$ cat src/hw/eda_regs.vh
// Register offsets, field positions, reset values and timing counts of the
// external request acceptance block.
// Assumes a 4-bit register index on the plain register port.
`ifndef EDA_REGS_VH
`define EDA_REGS_VH

// ---------------------------------------------------------------------------
// Register indices
// ---------------------------------------------------------------------------
`define EDA_ADDR_W 4
`define EDA_OFS_MODE 4'h0
`define EDA_OFS_COUNT 4'h1
`define EDA_OFS_DRAMC 4'h2
`define EDA_OFS_BUSC 4'h3
`define EDA_OFS_STAT 4'h4

// ---------------------------------------------------------------------------
// Field positions
// ---------------------------------------------------------------------------
`define EDA_MODE_ENABLE 0
`define EDA_MODE_NRD 1
`define EDA_DRAMC_PAGE 0
`define EDA_DRAMC_INT_FULL 1
`define EDA_DRAMC_EXT_FULL 2
`define EDA_BUSC_INT_ACK 0
`define EDA_BUSC_EXT_ACK 1
`define EDA_STAT_ENABLE 0
`define EDA_STAT_HELD 1
`define EDA_STAT_OPEN 2
`define EDA_STAT_CNT_LSB 16

// ---------------------------------------------------------------------------
// Reset values and widths
// ---------------------------------------------------------------------------
`define EDA_CNT_W 16
`define EDA_RST_COUNT 16'h0000
`define EDA_RST_STROBE 3'h7

// ---------------------------------------------------------------------------
// Strobe timing counts, in bus clock cycles
// ---------------------------------------------------------------------------
`define EDA_BS_POS_PAGE 2'h0
`define EDA_BS_POS_FULL 2'h1
`define EDA_ACK_LATE 2'h1

`endif

$ cat src/hw/eda_buf2.v
// Two-entry valid/ready buffer for activation words.
// Assumes both sides run on clk_sys_i; the output side is fully registered.
`timescale 1ns/100ps

module eda_buf2 #(
	parameter W = 16
) (
	input wire clk_sys_i,
	input wire srst_i,
	input wire in_valid_i,
	output wire in_ready_o,
	input wire [W-1:0] in_data_i,
	output wire out_valid_o,
	input wire out_ready_i,
	output wire [W-1:0] out_data_o
);

	reg out_valid_ff;
	reg [W-1:0] out_data_ff;
	reg skid_valid_ff;
	reg [W-1:0] skid_data_ff;
	wire take;
	wire drain;

	// The input is refused only while the spare entry is occupied.
	assign in_ready_o = ~skid_valid_ff;
	assign out_valid_o = out_valid_ff;
	assign out_data_o = out_data_ff;
	assign take = in_valid_i & ~skid_valid_ff;
	assign drain = out_ready_i | ~out_valid_ff;

	// The head entry refills from the spare first, so order is kept.
	always @(posedge clk_sys_i) begin
		if (srst_i) begin
			out_valid_ff <= 1'b0;
			out_data_ff <= {W{1'b0}};
			skid_valid_ff <= 1'b0;
			skid_data_ff <= {W{1'b0}};
		end else if (drain) begin
			if (skid_valid_ff) begin
				out_valid_ff <= 1'b1;
				out_data_ff <= skid_data_ff;
				skid_valid_ff <= 1'b0;
			end else begin
				out_valid_ff <= take;
				out_data_ff <= in_data_i;
			end
		end else if (take) begin
			skid_valid_ff <= 1'b1;
			skid_data_ff <= in_data_i;
		end
	end

endmodule

$ cat src/hw/eda_req_accept.v
// External request acceptance for cluster transfer mode, with the DRAM
// access choice and the acknowledge and bus-start strobe timing.
// Assumes the channel sequencer and bus controller run on clk_sys_i and
// the request pin arrives asynchronously.
//
// Functional notes
// RULE1 - Sample request pin each cycle after enabling.
// RULE2 - Low sample while open latches a request.
// RULE3 - Activation start clears the held request.
// RULE4 - Delay bit 0: reopen at cluster end.
// RULE5 - Delay bit 1: reopen one cycle later.
// RULE6 - Page mode: select bits choose page/full.
// RULE7 - Page mode off: always full access; bus start and ack timing still follow the select bits.
// RULE8 - Select bits shift ack and start timing.
// RULE9 - Ack timing bits move ack assertion.
// RULE10 - Low level while closed is ignored.
//
// Strobed register access and the register offsets are this design's own decisions.
`timescale 1ns/100ps
`include "eda_regs.vh"

module eda_req_accept (
	input wire clk_sys_i,
	input wire srst_i,
	input wire [`EDA_ADDR_W-1:0] reg_addr_i,
	input wire [31:0] reg_wdata_i,
	input wire reg_wr_i,
	input wire reg_rd_i,
	output reg [31:0] reg_rdata_o,
	input wire ext_xfer_request_n_i,
	input wire cluster_wr_end_i,
	output wire act_valid_o,
	input wire act_ready_i,
	output wire [`EDA_CNT_W-1:0] act_count_o,
	input wire dma_cycle_start_i,
	input wire dma_cycle_int_i,
	input wire dma_cycle_dram_i,
	input wire dma_cycle_end_i,
	output reg fast_page_o,
	output reg bus_start_n_o,
	output reg int_xfer_ack_n_o,
	output reg ext_xfer_ack_n_o
);

	// -----------------------------------------------------------------------
	// Register state
	// -----------------------------------------------------------------------
	reg xfer_enable_bit_ff;
	reg next_request_delay_ff;
	reg [`EDA_CNT_W-1:0] count_ff;
	reg page_mode_enable_ff;
	reg int_full_access_select_ff;
	reg ext_full_access_select_ff;
	reg int_ack_timing_sel_ff;
	reg ext_ack_timing_sel_ff;

	// -----------------------------------------------------------------------
	// Acceptance state
	// -----------------------------------------------------------------------
	reg req_s1_ff;
	reg req_s2_ff;
	reg req_s3_ff;
	reg req_lvl_ff;
	reg accept_open_ff;
	reg held_ff;
	reg reopen_dly_ff;
	wire push_ready;
	wire push;
	wire wr_mode;
	wire wr_count;
	wire last_cluster;

	// -----------------------------------------------------------------------
	// Strobe state
	// -----------------------------------------------------------------------
	reg cyc_active_ff;
	reg cyc_int_ff;
	reg cyc_full_ff;
	reg [1:0] cyc_phase_ff;
	reg nxt_fast_page;
	reg nxt_bus_start_n;
	reg nxt_int_ack_n;
	reg nxt_ext_ack_n;
	reg sel_full;
	reg sel_late;
	reg [1:0] bs_pos;
	reg [1:0] ack_pos;

	assign wr_mode = reg_wr_i & (reg_addr_i == `EDA_OFS_MODE);
	assign wr_count = reg_wr_i & (reg_addr_i == `EDA_OFS_COUNT);
	assign last_cluster = (count_ff == {{(`EDA_CNT_W-1){1'b0}}, 1'b1});

	// -----------------------------------------------------------------------
	// Register writes
	// -----------------------------------------------------------------------

	// Configuration registers; the enable also drops after the last cluster.
	always @(posedge clk_sys_i) begin
		if (srst_i) begin
			xfer_enable_bit_ff <= 1'b0;
			next_request_delay_ff <= 1'b0;
			count_ff <= `EDA_RST_COUNT;
			page_mode_enable_ff <= 1'b0;
			int_full_access_select_ff <= 1'b0;
			ext_full_access_select_ff <= 1'b0;
			int_ack_timing_sel_ff <= 1'b0;
			ext_ack_timing_sel_ff <= 1'b0;
		end else begin
			if (wr_mode) begin
				xfer_enable_bit_ff <= reg_wdata_i[`EDA_MODE_ENABLE];
				next_request_delay_ff <= reg_wdata_i[`EDA_MODE_NRD];
			end else if (cluster_wr_end_i & xfer_enable_bit_ff & last_cluster) begin
				xfer_enable_bit_ff <= 1'b0;
			end
			if (wr_count) begin
				count_ff <= reg_wdata_i[`EDA_CNT_W-1:0];
			end else if (cluster_wr_end_i & xfer_enable_bit_ff & (count_ff != `EDA_RST_COUNT)) begin
				count_ff <= count_ff - {{(`EDA_CNT_W-1){1'b0}}, 1'b1};
			end
			if (reg_wr_i & (reg_addr_i == `EDA_OFS_DRAMC)) begin
				page_mode_enable_ff <= reg_wdata_i[`EDA_DRAMC_PAGE];
				int_full_access_select_ff <= reg_wdata_i[`EDA_DRAMC_INT_FULL];
				ext_full_access_select_ff <= reg_wdata_i[`EDA_DRAMC_EXT_FULL];
			end
			if (reg_wr_i & (reg_addr_i == `EDA_OFS_BUSC)) begin
				int_ack_timing_sel_ff <= reg_wdata_i[`EDA_BUSC_INT_ACK];
				ext_ack_timing_sel_ff <= reg_wdata_i[`EDA_BUSC_EXT_ACK];
			end
		end
	end

	// -----------------------------------------------------------------------
	// Register reads
	// -----------------------------------------------------------------------

	// Read data stand only in the cycle after the read strobe.
	always @(posedge clk_sys_i) begin
		if (srst_i) begin
			reg_rdata_o <= 32'h0000_0000;
		end else if (reg_rd_i) begin
			case (reg_addr_i)
				`EDA_OFS_MODE: begin
					reg_rdata_o <= {30'h0000_0000, next_request_delay_ff, xfer_enable_bit_ff};
				end
				`EDA_OFS_COUNT: begin
					reg_rdata_o <= {16'h0000, count_ff};
				end
				`EDA_OFS_DRAMC: begin
					reg_rdata_o <= {29'h0000_0000, ext_full_access_select_ff,
						int_full_access_select_ff, page_mode_enable_ff};
				end
				`EDA_OFS_BUSC: begin
					reg_rdata_o <= {30'h0000_0000, ext_ack_timing_sel_ff, int_ack_timing_sel_ff};
				end
				`EDA_OFS_STAT: begin
					reg_rdata_o <= {count_ff, 13'h0000, accept_open_ff, held_ff,
						xfer_enable_bit_ff};
				end
				default: begin
					reg_rdata_o <= 32'h0000_0000;
				end
			endcase
		end else begin
			reg_rdata_o <= 32'h0000_0000;
		end
	end

	// -----------------------------------------------------------------------
	// Request pin synchroniser
	// -----------------------------------------------------------------------

	// Three stages; the level moves only when the last two agree.
	always @(posedge clk_sys_i) begin
		if (srst_i) begin
			req_s1_ff <= 1'b1;
			req_s2_ff <= 1'b1;
			req_s3_ff <= 1'b1;
			req_lvl_ff <= 1'b1;
		end else begin
			req_s1_ff <= ext_xfer_request_n_i;
			req_s2_ff <= req_s1_ff;
			req_s3_ff <= req_s2_ff;
			if (req_s2_ff == req_s3_ff) begin
				req_lvl_ff <= req_s3_ff;
			end
		end
	end

	// -----------------------------------------------------------------------
	// Request acceptance
	// -----------------------------------------------------------------------

	// Activation starts when the held request enters the buffer.
	assign push = held_ff & push_ready;

	// Acceptance window and held request.
	always @(posedge clk_sys_i) begin
		if (srst_i) begin
			accept_open_ff <= 1'b0;
			held_ff <= 1'b0;
			reopen_dly_ff <= 1'b0;
		end else if (wr_mode) begin
			// RULE1 sampling starts after enable write
			accept_open_ff <= reg_wdata_i[`EDA_MODE_ENABLE];
			held_ff <= 1'b0;
			reopen_dly_ff <= 1'b0;
		end else if (~xfer_enable_bit_ff) begin
			accept_open_ff <= 1'b0;
			held_ff <= 1'b0;
			reopen_dly_ff <= 1'b0;
		end else begin
			// RULE2 latch low level
			// RULE10 closed window ignores pin
			if (accept_open_ff & ~req_lvl_ff) begin
				held_ff <= 1'b1;
				accept_open_ff <= 1'b0;
			end else if (push) begin
				// RULE3 clear on activation
				held_ff <= 1'b0;
			end
			reopen_dly_ff <= 1'b0;
			if (cluster_wr_end_i & ~last_cluster) begin
				if (next_request_delay_ff) begin
					// RULE5 reopen one cycle later
					reopen_dly_ff <= 1'b1;
				end else begin
					// RULE4 reopen at cluster end
					accept_open_ff <= 1'b1;
				end
			end
			if (reopen_dly_ff) begin
				accept_open_ff <= 1'b1;
			end
		end
	end

	// Activation words wait here while the sequencer stalls.
	eda_buf2 #(
		.W(`EDA_CNT_W)
	) u_act_buf (
		.clk_sys_i(clk_sys_i),
		.srst_i(srst_i),
		.in_valid_i(held_ff),
		.in_ready_o(push_ready),
		.in_data_i(count_ff),
		.out_valid_o(act_valid_o),
		.out_ready_i(act_ready_i),
		.out_data_o(act_count_o)
	);

	// -----------------------------------------------------------------------
	// DRAM access choice and strobe timing
	// -----------------------------------------------------------------------

	// Bus cycle tracking: phase counts cycles since the cycle start, holding at 3.
	always @(posedge clk_sys_i) begin
		if (srst_i) begin
			cyc_active_ff <= 1'b0;
			cyc_int_ff <= 1'b0;
			cyc_full_ff <= 1'b0;
			cyc_phase_ff <= 2'h0;
		end else if (dma_cycle_start_i) begin
			cyc_active_ff <= 1'b1;
			cyc_int_ff <= dma_cycle_int_i;
			cyc_full_ff <= dma_cycle_int_i ? int_full_access_select_ff :
				ext_full_access_select_ff;
			cyc_phase_ff <= 2'h1;
		end else if (dma_cycle_end_i) begin
			cyc_active_ff <= 1'b0;
			cyc_phase_ff <= 2'h0;
		end else if (cyc_active_ff & (cyc_phase_ff != 2'h3)) begin
			cyc_phase_ff <= cyc_phase_ff + 2'h1;
		end
	end

	// Next values of the registered strobes and the access choice.
	always @* begin
		sel_full = dma_cycle_int_i ? int_full_access_select_ff :
			ext_full_access_select_ff;
		sel_late = cyc_int_ff ? int_ack_timing_sel_ff : ext_ack_timing_sel_ff;
		// RULE8 select bits shift timing
		bs_pos = cyc_full_ff ? `EDA_BS_POS_FULL : `EDA_BS_POS_PAGE;
		// RULE9 ack timing selection
		ack_pos = bs_pos + (sel_late ? `EDA_ACK_LATE : 2'h0);
		nxt_fast_page = fast_page_o;
		if (dma_cycle_start_i) begin
			// RULE6 page mode honours select
			// RULE7 no page mode means full
			nxt_fast_page = dma_cycle_dram_i & page_mode_enable_ff & ~sel_full;
		end
		nxt_bus_start_n = 1'b1;
		nxt_int_ack_n = 1'b1;
		nxt_ext_ack_n = 1'b1;
		if (cyc_active_ff & ~dma_cycle_end_i) begin
			nxt_bus_start_n = (cyc_phase_ff != bs_pos + 2'h1);
			if (cyc_phase_ff > ack_pos) begin
				nxt_int_ack_n = ~cyc_int_ff;
				nxt_ext_ack_n = cyc_int_ff;
			end
		end
	end

	// Strobe outputs, all from flip-flops.
	always @(posedge clk_sys_i) begin
		if (srst_i) begin
			fast_page_o <= 1'b0;
			{bus_start_n_o, int_xfer_ack_n_o, ext_xfer_ack_n_o} <= `EDA_RST_STROBE;
		end else begin
			fast_page_o <= nxt_fast_page;
			bus_start_n_o <= nxt_bus_start_n;
			int_xfer_ack_n_o <= nxt_int_ack_n;
			ext_xfer_ack_n_o <= nxt_ext_ack_n;
		end
	end

endmodule

$ cat config.mk
export PLATFORM = sky130hd
export DESIGN_NAME = eda_req_accept
export DESIGN_NICKNAME = d
export VERILOG_FILES = /design/src/hw/eda_buf2.v /design/src/hw/eda_req_accept.v
export VERILOG_INCLUDE_DIRS = /design/src /design/src/hw
export SDC_FILE = /design/constraint.sdc
export NUM_CORES = 1
export LEC_CHECK = 0
export BUFFER_PORTS_ARGS = -buffer_cell sky130_fd_sc_hd__buf_4
export CORE_AREA = 2 2 125 79
export DETAILED_ROUTE_END_ITERATION = 8
export DIE_AREA = 0 0 127 81
export GPL_TIMING_DRIVEN = 0
export PLACE_DENSITY = 0.77
export SYNTH_ARGS = -nofsm -noshare
export SYNTH_HDL_FRONTEND = slang
export SYNTH_SLANG_ARGS = --single-unit
$ cat constraint.sdc
create_clock -name clk_sys_i -period 2.1 [get_ports clk_sys_i]
set_input_delay 0.21 -clock clk_sys_i [delete_from_list [all_inputs] [get_ports clk_sys_i]]
set_output_delay 0.21 -clock clk_sys_i [all_outputs]
set_load 0.02 [all_outputs]
=== Yosys cells after proc, flatten, opt, wreduce, memory -nomap -nowiden ===
Index checks and enable logic that the tools add are counted.
Widths: inputs -> output; s select.

* Reduce and logical (&&, ||, !) cells: 15
* Equality and inequality tests: 8
* Mux-type cells: 25
* Add/subtract/negate cells: 4
* Bitwise operators: 28
* Divide/modulo/power cells: 0
* $lt $le $gt $ge: 1
* $mul: 0
* Shift-type cells: 0

{| class="wikitable"
|+ Operator list
! cell !! count
|-
| $pmux 32 s5 || 1
|-
| $mux 16 || 3
|-
| $mux 1 || 21
|-
| $eq 16x1->1 const B || 1
|-
| $reduce_bool 16->1 || 1
|-
| $sub 16x1->16 const B || 1
|-
| $and 1x1->1 || 14
|-
| $not 1->1 || 13
|-
| $reduce_or 3->1 || 3
|-
| $eq 4x2->1 const B || 2
|-
| $reduce_bool 2->1 || 4
|-
| $reduce_or 2->1 || 3
|-
| $eq 4x1->1 const B || 1
|-
| $eq 4x3->1 const B || 1
|-
| $logic_not 4->1 || 1
|-
| $reduce_or 4->1 || 1
|-
| $reduce_bool 3->1 || 1
|-
| $add 1x1->2 || 1
|-
| $add 1x1->2 const B || 1
|-
| $add 2x1->2 const B || 1
|-
| $gt 2x2->1 || 1
|-
| $ne 2x2->1 || 1
|-
| $ne 2x2->1 const B || 1
|-
| $reduce_and 2->1 || 1
|-
| other kinds (2) || 2
|}

* Bits of input ports: 47
* Bits in read-only memories: 0
* Memories: 0
* Bits in registers: 105
* Latch bits: 0
* Memory bits (writable): 0

=== Depth between registers and ports, before layout ===
Gate-level depths: netlist of run 1.

* Depth in word-level cells: 8
* Depth in mapped cells: 8

=== Modules after synthesis ===
From an unflattened synthesis of run 1, not the netlist that was laid out.

* Cells, all modules: 476
* Area, all modules: 4601.9 sq um

{| class="wikitable"
|+ By module, submodules not included
! module !! area an instance (sq um) !! instances !! cells each
|-
| eda_req_accept || 3012.9 || 1 || 326
|-
| eda_buf2 || 1589.0 || 1 || 150
|}

=== Least setup slack after synthesis of run 1 ===
Ideal clock, no wire load.

* Path type: flip-flop to flip-flop
* Start point: register count_ff[0]
* End point: register count_ff[12]
* Path slack: 0.110 ns
* Stages on the path, launching flop included: 8
* Library setup time: 0.091 ns
* Path buffers: 1
* Arrival: 1.899 ns
* Cells stage by stage: dfxtp_1 > clkbuf_1 > inv_1 > ha_1 > nor4b_1 > nand3_1 > or4_1 > a311oi_1

* Word-level cells in the longest chain between the ends: 3
* Elaborated cells on any way between the ends: 6
* Classes of those cells: add/sub: 1; mux: 2; bitwise: 1; reduce/logical: 2

{| class="wikitable"
|+ RTL lines
! element !! RTL line !! text
|-
| start, declared || eda_req_accept.v:50 || <nowiki>reg [`EDA_CNT_W-1:0] count_ff;</nowiki>
|-
| start signal, assigned || eda_req_accept.v:102 || <nowiki>count_ff <= `EDA_RST_COUNT;</nowiki>
|-
| start signal, assigned || eda_req_accept.v:116 || <nowiki>count_ff <= reg_wdata_i[`EDA_CNT_W-1:0];</nowiki>
|-
| start signal, assigned || eda_req_accept.v:118 || <nowiki>count_ff <= count_ff - {{(`EDA_CNT_W-1){1'b0}}, 1'b1};</nowiki>
|-
| $sub 16x1->16 or $reduce_bool 16->1 (tied branches) || - ||
|-
| $mux 16 or $and 1x1->1 (tied branches) || eda_req_accept.v:117 || <nowiki>end else if (cluster_wr_end_i & xfer_enable_bit_ff & (count_ff != `EDA_RST_COUNT)) begin</nowiki>
|-
| $mux 16 or $reduce_bool 2->1 (tied branches) || - ||
|}

Parallel ways exist; a longest one is shown, timed or not. The select of a mux whose other input is x is not followed.
A chain may end at the register's enable or synchronous reset.

=== Final worst setup path of run 1 ===
* Start point: register count_ff[6]
* End point: register count_ff[11]

The elaborated chain is that of the path after synthesis.

==> results.toml, run 1 <==
[clock_network]
cts-root-buf = "clkbuf_16"
clk_latency_ns = 0.36
clkSlewWorstSetupHoldPaths_ns = 0.07
htreeDepth = 3
cts_num_sinks = 105
postCtsHoldBufs = 0
cts_tree = "done"
clock_path_buffers = 2
cts_buffers = 9

[logic_synthesis]
ys_ff_latch = 105
ys_types = 53
yosys_most_used_dff = "dfxtp_1"
syn_area_um2 = 4280
synth_edf_count = 0
synthesis.nets = 520
synth-warning-count = 0
synth_cells = 467
syn_avg_cell_area_um2 = 9.16
async_reset_ff_share_pct = 0
ys_seq_area_share_pct = 49.1

[layout]
diodes = 0
drive_gt1_share_pct = 23.3
instances_no_fill = 683
fin_nets = 611
multi_input_area_um2 = 2050
syn2layout_area_growth_pct = 25.9
fin_util_pct = 57.8
fillers = 829
seq_area_um2 = 2100

[power]
cellLeakagePower_nw = 2.17
max-vdd-ir-drop_v = 0.000423
clkPwrFrac_pct = 41.4
power_frac_comb_pct = 6.8
p_sw_uw = 949
swShare_pct = 24.2
p_per_area_nw_per_um2 = 729
p_int_mw = 2.98
p_seq_share_pct = 51.8

[setup_path]
critical_path.slowest_cell = "or4_4"
worstPathCellList = "buf_2 > or3_4 > or4_4 > nand3b_4 > xor2_1 > a211oi_2"
critPathTopFamily = "simple AND/OR/NAND/NOR gates"
cp_num_buf_inv = 1
r2r_slack_ns = 0.1
critPathCaptureType = "flop"
path_class = "flop to flop"
crit_fanout = 8
reg2reg_from = "count_ff[6]"
critical-path-max-stage-delay_ns = 0.44
reg2regPathDepth = 6
start_kind = "flop"
worstPathArrival_ns = 2.27
required_ns = 2.37
rr_endpoint = "count_ff[11]"

[detailed_routing]
routedWlPerCell_um = 16.0
wl_um = 10900
drtPass1Iterations = 5
detail-route-antenna-nets = 0
initialDrtViolationCount = 335
drc = 0
vias = 3674
vias_per_cell = 5.38

[floorplan]
rows = 28
ios = 100
core_um2 = 9320
die_x_um = 127
dieArea_um2 = 10300
fp.dieH_um = 81
initial_core_util_pct = 45.9

[sta]
worst_slew_pin_slew_ns = 0.681
setup_ws_ns = 0.0967
finalCriticalPeriod_ns = 2.00
fin_skew_ns = 0.00958
slew-limit-headroom_pct = 54.5
hold_viol = 0
setup_tns_ns = 0
timing.final.crit_share_pct = 95.4
rsz0062_at_grt = "false"
fmax_mhz = 499
drv_slew = 0
finalSetupViolCount = 0

[grt]
first_global_vias = 3432
grt_max_degree = 19
grt_pass1_wl_um = 17200
grt.total_usage_pct = 21.6
grt_overflow_total = 0
grt_antenna_before_repair = 0

[hold_path]
hold_start = "dma_cycle_end_i"
hold_path_class = "primary input to flop"
holdPathEnd = "cyc_phase_ff[1]"
min_path_cells = 2

[placed_design]
placed_cells = 667
post-place-ws_ns = -0.235
gp_congestion = 0.915
dp_hpwl_um = 7970
io_buffers = 80

[status]
outcome = "finished clean"

[job]
maxCapViolCount = 0
cell usage after synthesis (all sizes together), types with 4 or more instances:
master  count  share of area (%)
a211oi     28                5.1
a21oi      30                3.5
and2       27                3.9
buf         7               0.97
clkbuf     29                2.6
dfxtp     105                 49
ha          6                1.8
inv         8               0.70
mux2i      25                5.8
nand2      49                4.3
nand2b      6               0.88
nand3      10                1.2
nor2       51                4.5
nor3       13                1.8
nor3b       5               0.88
nor4        4               0.73
o21ai      11                1.3
or2         4               0.58
xnor2       6                1.2
xor2        4               0.82
per-stage QoR:
stage	total power, mW	hold slack [ns]	cell area (um2)
4_1_cts	3.94	0.0266	5340
6_report	3.93	0.0386	5390
2_1_floorplan	2.23	0.289	4280
5_1_grt	4.06	0.0359	5390
3_5_place_dp	2.33	0.387	5030
3_3_place_gp	2.32	0.392	5030
power groups by stage:
stage               sequential, mW  combinational, mW  clock (mW)
global placement              2.07              0.250           0
CTS                           2.03              0.259        1.65
detailed placement            2.08              0.256           0
floorplan                     2.08              0.151           0
finish                        2.03              0.266        1.63
global route                  2.04              0.289        1.74
sequential cells by signal (all words and copies together) (netlist names), 2 cells and up:
| register | flops |
|---|---|
| count_ff | 16 |
| cyc_phase_ff | 2 |
| reg_rdata_o | 32 |
| u_act_buf.out_data_o | 16 |
| u_act_buf.skid_data_ff | 16 |
metal layers:
metal  global-route usage [%]  share of wire, %  vias up
met3                     6.13               8.6       11
met5                        0                 0        -
met2                     31.9                43      156
met4                     8.02               1.5        0
li1                         -                 -     1787
met1                     30.2                47     1720
layout by cell type (no fill, tap or decap), drive strengths merged, types with 2 or more instances in the layout:
cell      n
inv      10
a211oi   28
or3b      2
nand3b    3
a21oi    30
nand2b    6
and3      2
nand4     2
o211ai    3
xnor2     6
or4       2
nand3    10
clkbuf   36
o31ai     2
or3       3
buf      90
nor4      4
nor4b     3
nor2     51
mux2i    25
dfxtp   105
xor2      4
nand2    49
and2     27
clkinv    3
o21bai    2
or2       4
ha        6
nor3b     5
nor2b     2
a311oi    2
nor3     13
o21ai    11
logic make-up (layout without fill, tap and decap cells):
logic type      count (synthesis)  after routing  synth area share (%)
simple gates                  189            189                  23.1
flops                         105            105                  49.1
compound gates                 86             86                  13.0
buf+inv                        44            140                  4.24
mux                            27             27                  6.64
xor+xnor                       10             10                  2.05
fa+ha+maj                       6              6                  1.75
area by class of cell:
| cell class | instances | share of cell area [%] |
|---|---|---|
| flip-flops and latches | 105 | 39.0 |
| well taps | 120 | 2.79 |
| multi-input cells | 318 | 38.1 |
| plain buffers | 34 | 2.74 |
| inverters | 8 | 0.557 |
| clock inverters | 6 | 0.952 |
| repair buffers | 82 | 11.4 |
| clock buffers | 10 | 4.44 |
worst max path at each step:
stage | depth (start not counted) | to | startpoint
2_1_floorplan | 7 | count_ff[12] | count_ff[0]
3_3_place_gp | 7 | count_ff[12] | count_ff[0]
3_5_place_dp | 7 | count_ff[12] | count_ff[0]
4_1_cts | 9 | count_ff[8] | count_ff[0]
5_1_grt | 9 | count_ff[8] | count_ff[0]
6_report | 6 | count_ff[11] | count_ff[6]
repair_timing:
action,CTS,global route
resized for setup,2,11
cloned,0,0
pin swaps,1,1
setup buffers,2,0
endpoints found under the hold margin,0,0
endpoints found under the setup margin,7,26
Note: power is estimated with default switching activity, not from simulation.
==> run 2, diff against run 1 <==
- CORE_AREA: 2 2 125 79 -> 2 2 119 75
- CTS_CLUSTER_DIAMETER: not set -> 60
- DIE_AREA: 0 0 127 81 -> 0 0 121 77
- PLACE_DENSITY: 0.77 -> 0.81
- SLEW_MARGIN: not set -> 5
- clock period: 2.1 -> 2.23 ns (I/O delays scaled with it)
==> run 2 against run 1 <==
Effect of this change: die area is 9.4% lower; clock skew shrank 0.0031 ns; worst hold slack better by 0.019 ns; count of clock-buffer cells in the layout increased by 2; via count grew 0.87%; fmax fell by 3.0%; critical path depth unchanged; cell area decreased by 0.70%; non-clock buffer count grew 1; first-iteration DRC count up 44%; critical path type unchanged; largest cell class unchanged; largest power group unchanged; highest routed layer unchanged.
==> results.toml, run 2 (synthesis gave the netlist of run 1 again) <==
[clock_network]
htreeDepth = 3
clock_path_buffers = 2
cts_buffers = 9
cts_tree = "done"
cts-root-buf = "clkbuf_16"
clk_latency_ns = 0.35
clkSlewWorstSetupHoldPaths_ns = 0.06
postCtsHoldBufs = 0
cts_num_sinks = 105

[placed_design]
io_buffers = 80
dp_hpwl_um = 8000
gp_congestion = 0.862
placed_cells = 659

[sta]
fmax_mhz = 484
worst_slew_pin_slew_ns = 0.737
rsz0062_at_grt = "false"
drv_slew = 0
setup_tns_ns = 0
slew-limit-headroom_pct = 50.7
holdWs_ns = 0.0574
finalSetupViolCount = 0
timing.final.crit_share_pct = 92.6
hold_viol = 0
fin_skew_ns = 0.00652
finalCriticalPeriod_ns = 2.07

[detailed_routing]
initialDrtViolationCount = 483
detail-route-antenna-nets = 0
vias = 3706
drtPass1Iterations = 7
routedWlPerCell_um = 16.3
dr_wl_met3_um = 1130
wl_met1_um = 4850
dr_wl_met2_um = 4840
highest_layer = "met4"
drc = 0
wl_um = 11000
vias_per_cell = 5.48

[floorplan]
fp.dieH_um = 77
rows = 26
core_um2 = 8230
dieArea_um2 = 9320
ios = 100
initial_core_util_pct = 52.0
die_x_um = 121

[job]
maxCapViolCount = 0

[setup_path]
rr_endpoint = "count_ff[15]"
required_ns = 2.44
reg2reg_from = "count_ff[12]"
critical_path.slowest_cell = "nor4_2"
worstPathArrival_ns = 2.27
critPathCaptureType = "flop"
critPathLaunch = "count_ff[12]"
worstPathCellList = "clkbuf_1 > nor4_2 > nand4_1 > nand3b_4 > mux2i_1 > o22ai_1"
r2r_slack_ns = 0.16
endpoint = "count_ff[15]"
reg2regPathDepth = 6
critical-path-max-stage-delay_ns = 0.50
path_class = "flop to flop"
crit_fanout = 10
start_kind = "flop"

[grt]
grt_pass1_wl_um = 17400
first_global_vias = 3460
grt.total_usage_pct = 24.2
grt_max_degree = 17
grt_overflow_total = 0
grt_antenna_before_repair = 0

[layout]
seq_area_um2 = 2100
largest_register_ff_count = 32
mostFrequentLayoutCell = "dfxtp_1"
instances_no_fill = 676
drive_gt1_share_pct = 22.2
multi_input_area_um2 = 2020
fillers = 664
diodes = 0
fin_nets = 612
layout_common_cells = "dfxtp_1 (105), buf_4 (82), nor2_1 (51)"
fin_util_pct = 65.0
regMostFlops = "reg_rdata_o"
syn2layout_area_growth_pct = 25.0

[hold_path]
hold_path_class = "primary input to flop"

[power]
cellLeakagePower_nw = 2.15
p_per_area_nw_per_um2 = 695
max-vdd-ir-drop_v = 0.000510

[status]
outcome = "finished clean"
## run 2: worst max-delay path: cells and delay by family (launching register included)
kind | cells | cell delay [ns]
multiplexers | 1 | 0.23
flip-flops | 1 | 0.31
buffers and inverters | 1 | 0.25
AND/OR/NAND/NOR | 3 | 1.04
AO/OA/AOI/OAI | 1 | 0.10
## run 2: worst min path at each step
stage                               startpoint  cells after the start  slack (ns)         endpoint
final                     ext_xfer_request_n_i                      2        0.06        req_s1_ff
after detailed placement         cyc_active_ff                      1        0.39    bus_start_n_o
after floorplan                dma_cycle_end_i                      1        0.30  cyc_phase_ff[1]
after global placement               req_s1_ff                      1        0.39        req_s2_ff
after global routing           dma_cycle_end_i                      2        0.05  cyc_phase_ff[1]
after CTS                 ext_xfer_request_n_i                      2        0.05        req_s1_ff
## run 2: per-layer routing
metal / up-vias / global-route usage (%)
li1: 1793 / -
met1: 1684 / 33.9
met2: 205 / 35.7
met3: 24 / 7.51
met4: 0 / 6.98
met5: - / 0
## run 2: area by class of cell
cell class / count / share of cell area [%]
clock buffer: 12 / 4.42
sequential: 105 / 39.3
clock inverter: 4 / 1.01
tap: 112 / 2.62
multi-input combinational: 318 / 37.8
buffer: 35 / 2.76
inverter: 8 / 0.561
timing repair buffer: 82 / 11.5
## run 2: power by group
part           switching [mW]  total, mW  internal (mW)
Sequential             0.0195       1.91           1.89
Clock                   0.681       1.55          0.874
Combinational           0.144      0.250          0.106
Total                   0.845       3.72           2.87
## run 2: repair_timing
action                     in CTS  in global routing
cloned                          0                  0
buffers inserted                2                  0
resized for setup               1                  4
setup endpoints to repair       2                 16
pin swaps                       1                  0
## run 2: metrics by stage
stage,setup slack [ns],area [um2],total power [mW]
4_1_cts,0.0387,5330,3.74
6_report,0.165,5350,3.72
3_3_place_gp,-0.0566,5020,2.19
5_1_grt,0.00979,5350,3.84
2_1_floorplan,0.240,4280,2.10
3_5_place_dp,-0.0853,5020,2.20
==> run 3, diff against run 2 <==
- BUFFER_PORTS_ARGS: -buffer_cell sky130_fd_sc_hd__buf_4 -> not set
- CORE_AREA: 2 2 119 75 -> 2 2 111 70
- DIE_AREA: 0 0 121 77 -> 0 0 113 72
- DONT_BUFFER_PORTS: not set -> 1
- PLACE_DENSITY: 0.81 -> 0.79
==> run 3 against run 2 <==
Effect of this change: the flow now finishes with violations (design-rule violations); fmax grew 0.58%; via count shrank 7.1%; count of clock-buffer cells in the layout is the same; register-to-register slack is essentially flat; worst hold slack lost 0.044 ns; global-route usage grew 1.6 points; largest power group unchanged.
==> results.toml, run 3 (synthesis gave the netlist of run 1 again) <==
[sta]
finalCriticalPeriod_ns = 2.05
fin_skew_ns = 0.0119
setup_tns_ns = 0
rsz0062_at_grt = "false"
timing.final.crit_share_pct = 92.1
fmax_mhz = 487
worst_slew_pin_slew_ns = 0.715
finalSetupViolCount = 0
hold_viol = 0
slew-limit-headroom_pct = 52.2
drv_slew = 0

[placed_design]
gp_congestion = 0.876
placed_cell_area_um2 = 4390
dp_hpwl_um = 7360
io_buffers = 0

[grt]
grt_antenna_before_repair = 1
first_global_vias = 3100
grt_max_degree = 17
grt_overflow_total = 0
grt_pass1_wl_um = 15900
grt.total_usage_pct = 25.7

[clock_network]
clkSlewWorstSetupHoldPaths_ns = 0.07
cts-root-buf = "clkbuf_16"
clk_latency_ns = 0.35
htreeDepth = 3
clock_path_buffers = 2
cts_tree = "done"
cts_num_sinks = 105
cts_buffers = 9

[floorplan]
die_x_um = 113
ios = 100
initial_core_util_pct = 60.4
core_um2 = 7090
dieArea_um2 = 8140
rows = 24
fp.dieH_um = 72

[setup_path]
path_class = "flop to flop"
required_ns = 2.49
endpoint = "count_ff[10]"
start_kind = "flop"
rr_endpoint = "count_ff[10]"
worstPathArrival_ns = 2.32
reg2reg_from = "count_ff[9]"
reg2regPathDepth = 7
r2r_slack_ns = 0.18
critPathCaptureType = "flop"
critPathLaunch = "count_ff[9]"
crit_fanout = 8

[job]
maxCapViolCount = 0

[layout]
fin_nets = 534
multi_input_area_um2 = 2030
stdcell_area_um2 = 4760
seq_area_um2 = 2100
regMostFlops = "reg_rdata_o"
fillers = 590
diodes = 0
drive_gt1_share_pct = 9.67
syn2layout_area_growth_pct = 11.3
layout_common_cells = "dfxtp_1 (105), nor2_1 (51), nand2_1 (49)"
largest_register_ff_count = 32
mostFrequentLayoutCell = "dfxtp_1"

[detailed_routing]
detail-route-antenna-nets = 0
drtPass1Iterations = 7
initialDrtViolationCount = 351
drc = 6
vias = 3443
vias_per_cell = 5.97
routedWlPerCell_um = 17.9
wl_um = 10300

[power]
cellLeakagePower_nw = 1.76
p_per_area_nw_per_um2 = 779
power_mw = 3.71
max-vdd-ir-drop_v = 0.000311

[status]
violations = "design-rule violations"
outcome = "finished, violations left"

[hold_path]
hold_path_class = "primary input to flop"
hold_start = "reg_wdata_i[0]"
==> run 3: cell count changes in the layout (fill, tap and decap cells not counted) <==
cell | previous run | this run
nand3_2 | 0 | 1
buf_4 | 82 | 2
clkbuf_1 | 30 | 28
clkbuf_8 | 0 | 2
ha_2 | 1 | 0
clkinv_2 | 0 | 1
clkinvlp_4 | 2 | 1
dlygate4sd3_1 | 0 | 2
ha_1 | 5 | 6
nand3_1 | 10 | 9
==> run 3: worst max-delay path, cell delays in order, from the launching register on <==
cell and delay, ns:
dfxtp_1 0.31, clkbuf_1 0.38, nor3_1 0.20, and3_1 0.23
buf_2 0.18, nor4b_2 0.33, xnor2_1 0.11, a211oi_1 0.24
==> run 3: worst min path at each step <==
stage / end / slack [ns] / cells past startpoint
6_report: page_mode_enable_ff / 0.01 / 2
5_1_grt: page_mode_enable_ff / 0.02 / 2
4_1_cts: page_mode_enable_ff / 0.01 / 2
3_5_place_dp: cyc_phase_ff[1] / 0.31 / 1
3_3_place_gp: cyc_phase_ff[1] / 0.30 / 1
2_1_floorplan: cyc_phase_ff[1] / 0.30 / 1
==> run 3: routing by layer <==
layer	track usage (%)	up-vias	routed length, um
met5	0	-	0
met4	6.78	0	135
met3	11.4	17	1310
met2	36.7	211	4340
met1	35.9	1591	4510
li1	-	1624	-
==> run 3: per-stage QoR <==
| step | hold WS, ns | cells | utilization [%] | setup slack, ns |
|---|---|---|---|---|
| after floorplan | 0.302 | 467 | - | 0.240 |
| after global placement | 0.304 | 558 | 62.0 | -0.0356 |
| after detailed placement | 0.307 | 558 | 62.0 | -0.0851 |
| after CTS | 0.00974 | 578 | 66.9 | 0.0590 |
| after global routing | 0.0156 | 577 | 67.2 | 0.0460 |
| final | 0.0137 | 577 | 67.2 | 0.177 |
==> run 3: power breakdown <==
part / internal (mW) / leakage (nW) / switching, mW
Clock: 0.931 / 0.149 / 0.663
Sequential: 1.89 / 0.848 / 0.0259
Combinational: 0.0728 / 0.763 / 0.123
Total: 2.90 / 1.76 / 0.812
==> run 3: area by class of cell <==
class	instances	area share [%]
Buffer	35	3.10
Tap cell	91	2.39
Clock buffer	12	5.39
Multi-Input combinational cell	318	42.5
Sequential cell	105	44.1
Timing Repair Buffer	4	0.736
Clock inverter	4	1.08
Inverter	8	0.631
==> run 3: repair_timing <==
action,in CTS,in global routing
pin swaps,1,0
endpoints found under the setup margin,2,25
setup buffers,2,0
hold buffers,2,0
resized for setup,1,4
endpoints found under the hold margin,2,0
